--- src/muting_override_pkg.sv ---
package muting_override_pkg;

    // ****************************************************************
    // Clock and time base
    // ****************************************************************
    localparam int unsigned CLK_PERIOD_NS = 4;
    localparam int unsigned MS_NS = 1000000;
    localparam int unsigned TICK_CYCLES_DEF = MS_NS / CLK_PERIOD_NS;
    localparam int TICK_W = 18;

    // ****************************************************************
    // Override timing in milliseconds
    // ****************************************************************
    localparam int unsigned OVR_MIN_MS = 100;
    localparam int unsigned OVR_MAX_MS = 3000;
    localparam int unsigned FLASH_HALF_MS = 250;
    localparam int unsigned RESTART_GRACE_MS = 3000;
    localparam int unsigned MS_PER_S = 1000;
    localparam int MS_W = 22;

    // ****************************************************************
    // Override cycle limit
    // ****************************************************************
    localparam int unsigned HOUR_S = 3600;
    localparam int unsigned TMT_LOW_S = 10;
    localparam int unsigned TMT_HIGH_S = 900;
    localparam int unsigned LIM_LOW_TMT = 360;
    localparam int unsigned LIM_HIGH_TMT = 5;
    localparam int CNT_W = 9;
    localparam int SEC_W = 12;

    // ****************************************************************
    // Register map
    // ****************************************************************
    localparam logic [7:0] CFG_OFS = 8'h00;
    localparam logic [7:0] STAT_OFS = 8'h04;
    localparam logic [7:0] COUNT_OFS = 8'h08;
    localparam logic [7:0] CMD_OFS = 8'h0C;
    localparam int CFG_TMT_LSB = 0;
    localparam int CFG_CONC_LSB = 16;
    localparam logic [SEC_W-1:0] CFG_TMT_RST = 12'h005;
    localparam logic [SEC_W-1:0] CFG_CONC_RST = 12'h000;
    localparam int CMD_CLEAR_BIT = 0;
    localparam int STAT_ACTIVE_BIT = 0;
    localparam int STAT_REQ_BIT = 1;
    localparam int STAT_LIMIT_BIT = 2;
    localparam int STAT_HOLD_BIT = 3;
    localparam int STAT_TMT_ERR_BIT = 4;
    localparam int STAT_CONC_ERR_BIT = 5;
    localparam int COUNT_LIM_LSB = 16;

    // ****************************************************************
    // Override pulse state machine
    // ****************************************************************
    typedef enum logic [1:0] {
        OVR_IDLE,
        OVR_HIGH,
        OVR_IGNORE,
        OVR_ACTIVE
    } ovr_state_t;

endpackage

--- src/muting_override_control.sv ---
// The address map and register access over Wishbone are this design's own decisions.
`timescale 1ns/100ps
// Behaviour
// Flash request while muting off, sensor on, outputs off.
// Qualified override pulse forces output enable active.
// Pulse high 100 ms to 3 s; longer ignored.
// Sensors clear and outputs active end override.
// Further override allowed below the count limit.
// Only muting 0, sensor on, outputs 0 qualify.
// Limit is one hour over total muting time.
// Total time up to 10 s allows 360.
// Time 15 min or disabled allows 5.
// Retained count advances with request-qualified overrides.
// Count clears on cycle, reset, idle-to-executing.
// Faulty-sensor stop gives one-cycle request.
// Repeated sensor fault restarts request again.
// Override suspends direction, sequence, concurrence checks.
// Override input must not use test pulses.
// Conveyor low holds muting timers.
// Restart resumes timers with 3 s extra.
// Status 1 during override; lamp flashes 2 Hz.
// Width measured; short pulse changes nothing.
// At limit, further pulses give no enable.
module muting_override_control #(
    parameter int unsigned TICK_CYCLES = muting_override_pkg::TICK_CYCLES_DEF
) (
    // Clock and reset
    input wire logic clk_i,
    input wire logic rst_i,
    // Wishbone slave
    input wire logic cyc_i,
    input wire logic stb_i,
    input wire logic we_i,
    input wire logic [7:0] adr_i,
    input wire logic [3:0] sel_i,
    input wire logic [31:0] dat_i,
    output logic [31:0] dat_o,
    output logic ack_o,
    // Muting core and field inputs
    input wire logic muting_status_i,
    input wire logic [3:0] muting_sensor_i,
    input wire logic safety_switch_outputs_i,
    input wire logic output_enable_i,
    input wire logic override_i,
    input wire logic conveyor_i,
    input wire logic sensor_fault_stop_i,
    input wire logic valid_cycle_done_i,
    input wire logic idle_to_exec_i,
    // Override results
    output logic override_request_o,
    output logic override_active_o,
    output logic output_enable_o,
    output logic muting_status_o,
    output logic muting_lamp_o,
    output logic checks_suspend_o,
    // Timer supervision
    output logic timers_hold_o,
    output logic tmt_expired_o,
    output logic conc_expired_o
);

    // ****************************************************************
    // Helper functions
    // ****************************************************************

    // Seconds to milliseconds at timer width.
    function automatic logic [muting_override_pkg::MS_W-1:0] ms_of_s(
        input logic [muting_override_pkg::SEC_W-1:0] s
    );
        ms_of_s = muting_override_pkg::MS_W'(s * muting_override_pkg::MS_PER_S);
    endfunction

    // Allowed override cycles for a total muting time in seconds.
    function automatic logic [muting_override_pkg::CNT_W-1:0] cycle_limit(
        input logic [muting_override_pkg::SEC_W-1:0] s
    );
        if (s == '0 || s >= muting_override_pkg::SEC_W'(muting_override_pkg::TMT_HIGH_S)) begin
            cycle_limit = muting_override_pkg::CNT_W'(muting_override_pkg::LIM_HIGH_TMT);
        end else if (s <= muting_override_pkg::SEC_W'(muting_override_pkg::TMT_LOW_S)) begin
            cycle_limit = muting_override_pkg::CNT_W'(muting_override_pkg::LIM_LOW_TMT);
        end else begin
            cycle_limit = muting_override_pkg::CNT_W'(muting_override_pkg::HOUR_S / s);
        end
    endfunction

    // Saturating timer step: hold, grace on restart, or count a tick.
    function automatic logic [muting_override_pkg::MS_W-1:0] timer_step(
        input logic [muting_override_pkg::MS_W-1:0] t,
        input logic run,
        input logic restart,
        input logic tick
    );
        logic [muting_override_pkg::MS_W-1:0] grace;
        grace = muting_override_pkg::MS_W'(muting_override_pkg::RESTART_GRACE_MS);
        if (restart) begin
            timer_step = (t > grace) ? t - grace : '0;
        end else if (run && tick && t != '1) begin
            timer_step = t + 1'b1;
        end else begin
            timer_step = t;
        end
    endfunction

    // ****************************************************************
    // Declarations
    // ****************************************************************
    muting_override_pkg::ovr_state_t state_q;
    muting_override_pkg::ovr_state_t state_d;
    logic [muting_override_pkg::TICK_W-1:0] tick_cnt_q;
    logic [muting_override_pkg::MS_W-1:0] high_ms_q;
    logic [muting_override_pkg::MS_W-1:0] flash_ms_q;
    logic [muting_override_pkg::MS_W-1:0] tmt_ms_q;
    logic [muting_override_pkg::MS_W-1:0] conc_ms_q;
    logic [muting_override_pkg::SEC_W-1:0] tmt_cfg_q;
    logic [muting_override_pkg::SEC_W-1:0] conc_cfg_q;
    logic [muting_override_pkg::CNT_W-1:0] limit_q;
    logic [muting_override_pkg::CNT_W-1:0] count;
    logic flash_q;
    logic override_q;
    logic conveyor_q;
    logic soft_clear_q;
    logic tick;
    logic sensor_any;
    logic request_cond;
    logic override_rise;
    logic override_fall;
    logic width_ok;
    logic too_long;
    logic limit_hit;
    logic accept;
    logic cycle_end;
    logic count_clear;
    logic conv_restart;
    logic pair_mismatch;
    logic wb_req;
    logic wb_wr;
    logic [31:0] rd_data;

    // ****************************************************************
    // Millisecond time base and input edges
    // ****************************************************************

    // Every long time is counted in 1 ms ticks to keep counters narrow.
    assign tick = (tick_cnt_q == muting_override_pkg::TICK_W'(TICK_CYCLES - 1));
    assign override_rise = override_i & ~override_q;
    assign override_fall = ~override_i & override_q;
    assign conv_restart = conveyor_i & ~conveyor_q;

    // Tick divider and edge history.
    always_ff @(posedge clk_i) begin
        if (rst_i) begin
            tick_cnt_q <= '0;
            override_q <= 1'b0;
            conveyor_q <= 1'b1;
        end else begin
            tick_cnt_q <= tick ? '0 : tick_cnt_q + 1'b1;
            override_q <= override_i;
            conveyor_q <= conveyor_i;
        end
    end

    // ****************************************************************
    // Override request and acceptance
    // ****************************************************************

    // Only muting off, a sensor on, switch outputs off and enable off qualify.
    assign sensor_any = |muting_sensor_i;
    assign request_cond = ~muting_status_i & sensor_any & ~safety_switch_outputs_i
        & ~output_enable_i & (state_q != muting_override_pkg::OVR_ACTIVE);
    assign width_ok = (high_ms_q >= muting_override_pkg::MS_W'(muting_override_pkg::OVR_MIN_MS))
        & (high_ms_q <= muting_override_pkg::MS_W'(muting_override_pkg::OVR_MAX_MS));
    assign too_long = high_ms_q > muting_override_pkg::MS_W'(muting_override_pkg::OVR_MAX_MS);
    assign limit_hit = (count >= limit_q);
    assign accept = (state_q == muting_override_pkg::OVR_HIGH) & override_fall & width_ok
        & request_cond & ~limit_hit;
    assign cycle_end = ~sensor_any & safety_switch_outputs_i;
    assign count_clear = valid_cycle_done_i | soft_clear_q | idle_to_exec_i;

    // Request flashes at 2 Hz; a faulty-sensor stop adds a one-cycle request.
    assign override_request_o = request_cond & (flash_q | sensor_fault_stop_i);

    // Pulse state machine: measure, qualify, hold the override cycle.
    always_comb begin
        state_d = state_q;
        case (state_q)
            muting_override_pkg::OVR_IDLE: begin
                if (override_rise) begin
                    state_d = muting_override_pkg::OVR_HIGH;
                end
            end
            muting_override_pkg::OVR_HIGH: begin
                if (accept) begin
                    state_d = muting_override_pkg::OVR_ACTIVE;
                end else if (override_fall) begin
                    state_d = muting_override_pkg::OVR_IDLE;
                end else if (too_long) begin
                    state_d = muting_override_pkg::OVR_IGNORE;
                end
            end
            muting_override_pkg::OVR_IGNORE: begin
                if (~override_i) begin
                    state_d = muting_override_pkg::OVR_IDLE;
                end
            end
            muting_override_pkg::OVR_ACTIVE: begin
                if (cycle_end) begin
                    state_d = muting_override_pkg::OVR_IDLE;
                end
            end
            default: begin
                state_d = muting_override_pkg::OVR_IDLE;
            end
        endcase
        if (idle_to_exec_i) begin
            state_d = muting_override_pkg::OVR_IDLE;
        end
    end

    // State, pulse width, and 2 Hz flash phase.
    always_ff @(posedge clk_i) begin
        if (rst_i) begin
            state_q <= muting_override_pkg::OVR_IDLE;
            high_ms_q <= '0;
            flash_ms_q <= '0;
            flash_q <= 1'b0;
        end else begin
            state_q <= state_d;
            high_ms_q <= override_rise ? '0 : timer_step(high_ms_q, override_i, 1'b0, tick);
            if (~request_cond) begin
                flash_ms_q <= '0;
                flash_q <= 1'b0;
            end else if (tick) begin
                if (flash_ms_q == muting_override_pkg::MS_W'(muting_override_pkg::FLASH_HALF_MS - 1)) begin
                    flash_ms_q <= '0;
                    flash_q <= ~flash_q;
                end else begin
                    flash_ms_q <= flash_ms_q + 1'b1;
                end
            end
        end
    end

    // Retained count of used override cycles.
    override_count_store u_count (
        .clk_i(clk_i),
        .rst_i(rst_i),
        .clear_i(count_clear),
        .incr_i(accept),
        .count_o(count)
    );

    // ****************************************************************
    // Outputs towards the muting core
    // ****************************************************************
    assign override_active_o = (state_q == muting_override_pkg::OVR_ACTIVE);
    assign output_enable_o = output_enable_i | override_active_o;
    assign muting_status_o = muting_status_i | override_active_o;
    assign muting_lamp_o = muting_status_o | override_request_o;
    assign checks_suspend_o = override_active_o;

    // ****************************************************************
    // Muting timers held while the conveyor stands
    // ****************************************************************
    assign timers_hold_o = ~conveyor_i;
    assign pair_mismatch = (muting_sensor_i[0] ^ muting_sensor_i[1])
        | (muting_sensor_i[2] ^ muting_sensor_i[3]);
    assign tmt_expired_o = (tmt_cfg_q != '0) & (tmt_ms_q >= ms_of_s(tmt_cfg_q));
    assign conc_expired_o = ~checks_suspend_o & (conc_cfg_q != '0)
        & (conc_ms_q >= ms_of_s(conc_cfg_q));

    // Total muting and concurrence timers; restart grants extra time.
    always_ff @(posedge clk_i) begin
        if (rst_i) begin
            tmt_ms_q <= '0;
            conc_ms_q <= '0;
        end else begin
            tmt_ms_q <= ~muting_status_o ? '0
                : timer_step(tmt_ms_q, conveyor_i, conv_restart, tick);
            conc_ms_q <= ~pair_mismatch ? '0
                : timer_step(conc_ms_q, conveyor_i, conv_restart, tick);
        end
    end

    // ****************************************************************
    // Wishbone register file
    // ****************************************************************
    assign wb_req = cyc_i & stb_i & ~ack_o;
    assign wb_wr = cyc_i & stb_i & we_i & ack_o;
    assign rd_data = (adr_i == muting_override_pkg::CFG_OFS)
        ? {4'h0, conc_cfg_q, 4'h0, tmt_cfg_q}
        : (adr_i == muting_override_pkg::STAT_OFS)
        ? {26'h0, conc_expired_o, tmt_expired_o, timers_hold_o, limit_hit,
           override_request_o, override_active_o}
        : (adr_i == muting_override_pkg::COUNT_OFS)
        ? {7'h00, limit_q, 7'h00, count}
        : 32'h0000_0000;

    // Bus answer one cycle after the request; writes land with the ack.
    always_ff @(posedge clk_i) begin
        if (rst_i) begin
            ack_o <= 1'b0;
            dat_o <= 32'h0000_0000;
            tmt_cfg_q <= muting_override_pkg::CFG_TMT_RST;
            conc_cfg_q <= muting_override_pkg::CFG_CONC_RST;
            soft_clear_q <= 1'b0;
        end else begin
            ack_o <= wb_req;
            dat_o <= wb_req ? rd_data : 32'h0000_0000;
            soft_clear_q <= wb_wr & sel_i[0] & (adr_i == muting_override_pkg::CMD_OFS)
                & dat_i[muting_override_pkg::CMD_CLEAR_BIT];
            if (wb_wr && adr_i == muting_override_pkg::CFG_OFS) begin
                if (sel_i[0]) tmt_cfg_q[7:0] <= dat_i[7:0];
                if (sel_i[1]) tmt_cfg_q[11:8] <= dat_i[11:8];
                if (sel_i[2]) conc_cfg_q[7:0] <= dat_i[23:16];
                if (sel_i[3]) conc_cfg_q[11:8] <= dat_i[27:24];
            end
        end
    end

    // Allowed cycle count follows the configured total muting time.
    always_ff @(posedge clk_i) begin
        if (rst_i) begin
            limit_q <= cycle_limit(muting_override_pkg::CFG_TMT_RST);
        end else begin
            limit_q <= cycle_limit(tmt_cfg_q);
        end
    end

endmodule

--- src/override_count_store.sv ---
`timescale 1ns/100ps
// ********************************************************************
// Retained override cycle counter with registered read data
// ********************************************************************
module override_count_store (
    // Clock and reset
    input wire logic clk_i,
    input wire logic rst_i,
    // Update controls
    input wire logic clear_i,
    input wire logic incr_i,
    // Read data
    output logic [muting_override_pkg::CNT_W-1:0] count_o
);

    logic [muting_override_pkg::CNT_W-1:0] cnt_q;
    logic [muting_override_pkg::CNT_W-1:0] cnt_d;

    // Clear wins over increment so a clearing event always restarts the budget.
    assign cnt_d = clear_i ? '0 : (incr_i ? cnt_q + 1'b1 : cnt_q);

    // Stored count and its registered copy for readers.
    always_ff @(posedge clk_i) begin
        if (rst_i) begin
            cnt_q <= '0;
            count_o <= '0;
        end else begin
            cnt_q <= cnt_d;
            count_o <= cnt_d;
        end
    end

endmodule

--- config.mk ---
export PLATFORM = sky130hd
export DESIGN_NAME = muting_override_control
export DESIGN_NICKNAME = d
export VERILOG_FILES = /design/src/muting_override_pkg.sv /design/src/muting_override_control.sv /design/src/override_count_store.sv
export SDC_FILE = /design/constraint.sdc
export NUM_CORES = 1
export LEC_CHECK = 0
export BUFFER_PORTS_ARGS = -buffer_cell sky130_fd_sc_hd__buf_4
export CORE_MARGIN = 1
export CORE_UTILIZATION = 58
export CTS_CLUSTER_SIZE = 10
export DETAILED_ROUTE_END_ITERATION = 6
export PLACE_DENSITY = 0.75
export SLEW_MARGIN = 30
export SYNTH_ARGS = -nofsm -noshare
export SYNTH_HDL_FRONTEND = slang
export SYNTH_HIERARCHICAL = 1
export SYNTH_SLANG_ARGS = --single-unit
--- constraint.sdc ---
create_clock -name clk_i -period 103.9 [get_ports clk_i]
set_input_delay 10.39 -clock clk_i [delete_from_list [all_inputs] [get_ports clk_i]]
set_output_delay 10.39 -clock clk_i [all_outputs]
set_load 0.05 [all_outputs]
==> impl_metrics.json <==
{
  "hp-class": "register to register",
  "slew_headroom": 0.337,
  "cts_tree": "yes",
  "rows": 92,
  "io_pins": 103,
  "vias": 36800,
  "cts_resized": 0,
  "critPathMostFrequentCell": "o21ai_0",
  "ys_async_sr_fraction": 0,
  "routedWlPerCell_um": 16.5,
  "rsz0062_at_grt": "false",
  "crit_fanout": 29,
  "ff2ff_setup_slack_ns": 10.61,
  "finalWirelength_um": 97700,
  "cts_made_buffers": 17,
  "cts.reportedPaths.clkPinSlew_ns": 0.07,
  "ys_types": 142,
  "io_buffers": 86,
  "avgSynthCellArea_um2": 7.27,
  "end_kind": "register",
  "drive_above_1_share": 0.0715,
  "ff2ff_path_depth": 402,
  "cp_num_buf_inv": 11,
  "maxSlewViolCount": 0,
  "ant_nets": 0,
  "antenna_cells": 0,
  "final_cell_mix": "nor2_1 (521), ha_1 (458), nand2_1 (428), a21oi_1 (421), o21ai_0 (282)",
  "grt_max_degree": 51,
  "cts_setup_buffers": 0,
  "max_cap_violations": 0,
  "finalCriticalPeriod_ns": 93.29,
  "synth_ff_type": "dfxtp_1",
  "fin_tns_setup_ns": 0,
  "coreArea_um2": 63000,
  "critical_path_arrival_ns": 93.55,
  "ys_seq_area_frac": 0.0972,
  "ys_seq_elements": 179,
  "final-hold-violation-count": 0,
  "floorplan.initialDensity": 0.585,
  "grtUsageTotal": 0.296,
  "synth_area_um2": 36800,
  "max_stage_delay_ns": 0.96,
  "cp_num_cells": 402,
  "gp_congestion": 0.925,
  "startpoint_type": "register",
  "drt-pass1-iter-count": 5,
  "dieHeight_um": 254,
  "yosysWarningCount": 6,
  "clock-sinks": 179,
  "cts.root.buffer_cell": "clkbuf_16",
  "grt_pass1_vias": 33500,
  "holdPathStages": 1,
  "skew_ns": 0.0103,
  "cts_max_level": 4,
  "outcome": "complete, no violations",
  "num-nets-final": 5645,
  "synth-edff-count": 0,
  "clkLatencyLatePin_ns": 0.45,
  "drt-initial-drc-count": 2897,
  "drc_errors": 0,
  "grt-ovfl-total": 0,
  "clk_path_buf_depth": 2,
  "path_delay_family": "compound AO/OA/AOI/OAI gates",
  "die_w_um": 254,
  "required_ns": 104.17,
  "vias_per_cell": 6.23,
  "hpwl_um": 77100,
  "ctsHoldBuffers": 0,
  "fin_crit_sh": 0.898,
  "crit_type": "register to register",
  "dieArea_um2": 64500,
  "grt_pass1_wl_um": 162000,
  "layout_commonest_cell": "nor2_1",
  "synthToLayoutAreaGrowth_pct": 5.11,
  "critPathSlowestCell": "o41ai_1",
  "setup-violations-final": 0,
  "postSynthCellCount": 5066,
  "antenna_found_initial": 1,
  "tightest_slew_ns": 0.982,
  "max_freq_mhz": 10.7
}
## state kept, by name, indices dropped and copies added, names as in the netlist, 2 cells and up
signal,flops
flash_ms_q,22
dat_o,24
conc_ms_q,22
tmt_ms_q,22
conc_cfg_q,12
high_ms_q,22
tick_cnt_q,18
u_count/cnt_q,9
state_q,2
tmt_cfg_q,12
limit_q,9
## worst reg2reg max path, delay by kind of cell, from the launching register on
family / cells / cell delay, ns
buf+inv: 11 / 2.09
fa+ha+maj: 31 / 10.31
compound gates: 222 / 48.76
mux: 6 / 1.84
xor+xnor: 1 / 0.17
flops: 1 / 0.58
simple gates: 131 / 29.49
## per-stage QoR
stage                     area (um2)  setup WS, ns   util  cells  hold slack (ns)
after detailed placement       38200         12.69  0.606   5877            0.449
after global placement         38200         13.64  0.606   5877            0.435
after CTS                      38700         12.18  0.615   5909            0.462
after floorplan                36900         22.58      -   5073            0.418
after global routing           38700          2.44  0.615   5909            0.482
final                          38700         10.61  0.615   5909            0.458
## layer usage
metal,GRT usage,share of wire,routed length (um),vias up
li1,-,-,-,18600
met1,0.406,0.48,46500,17100
met2,0.498,0.46,44500,975
met3,0.0241,0.050,4910,125
met4,0.0699,0.018,1800,0
met5,0,0,0,-
## synthesized netlist by cell type, types with 57 or more instances
cell	count	area [um2]
xor2_1	107	937
nor2b_1	71	444
nand3_1	162	811
ha_1	458	5730
o21a_1	85	638
nand2b_1	150	938
o21ai_0	283	1420
clkbuf_1	112	420
nor2_1	523	1960
and2_1	87	544
a21oi_1	421	2110
fa_1	76	1520
dfxtp_1	179	3580
nor3_1	142	711
xnor2_1	198	1730
inv_1	254	953
a21o_1	162	1220
nand2_1	428	1610
a211oi_1	58	435
or3_1	57	357
o31ai_1	88	661
## final timing paths
check / from / endpoint
min: tick_cnt_q[0] / tick_cnt_q[0]
min reg2reg: tick_cnt_q[0] / tick_cnt_q[0]
max reg2reg: tmt_cfg_q[11] / limit_q[0]
max: tmt_cfg_q[11] / limit_q[0]
## cell families (layout without fill, tap and decap cells)
group | count (synthesis) | in the layout | synth area share
multiplexers | 92 | 92 | 0.0273
XOR/XNOR | 310 | 310 | 0.0747
AND/OR/NAND/NOR | 1958 | 1958 | 0.270
other | 1 | 8 | 0.000102
AO/OA/AOI/OAI | 1573 | 1573 | 0.288
buffers and inverters | 419 | 409 | 0.0453
flip-flops | 179 | 179 | 0.0972
adder cells (fa/ha/maj) | 534 | 534 | 0.197
## final cells by class
| cell class | instances | area, um2 |
|---|---|---|
| Multi-Input combinational cell | 4475 | 31600 |
| Sequential cell | 179 | 3580 |
| Clock buffer | 20 | 457 |
| Timing Repair Buffer | 121 | 908 |
| Tap cell | 846 | 1060 |
| Fill cell | 5781 | 24200 |
| Inverter | 256 | 961 |
| Clock inverter | 12 | 116 |
Power is not shown: default switching activity piles up to over one toggle a cycle in this logic, so the estimate is an artifact.
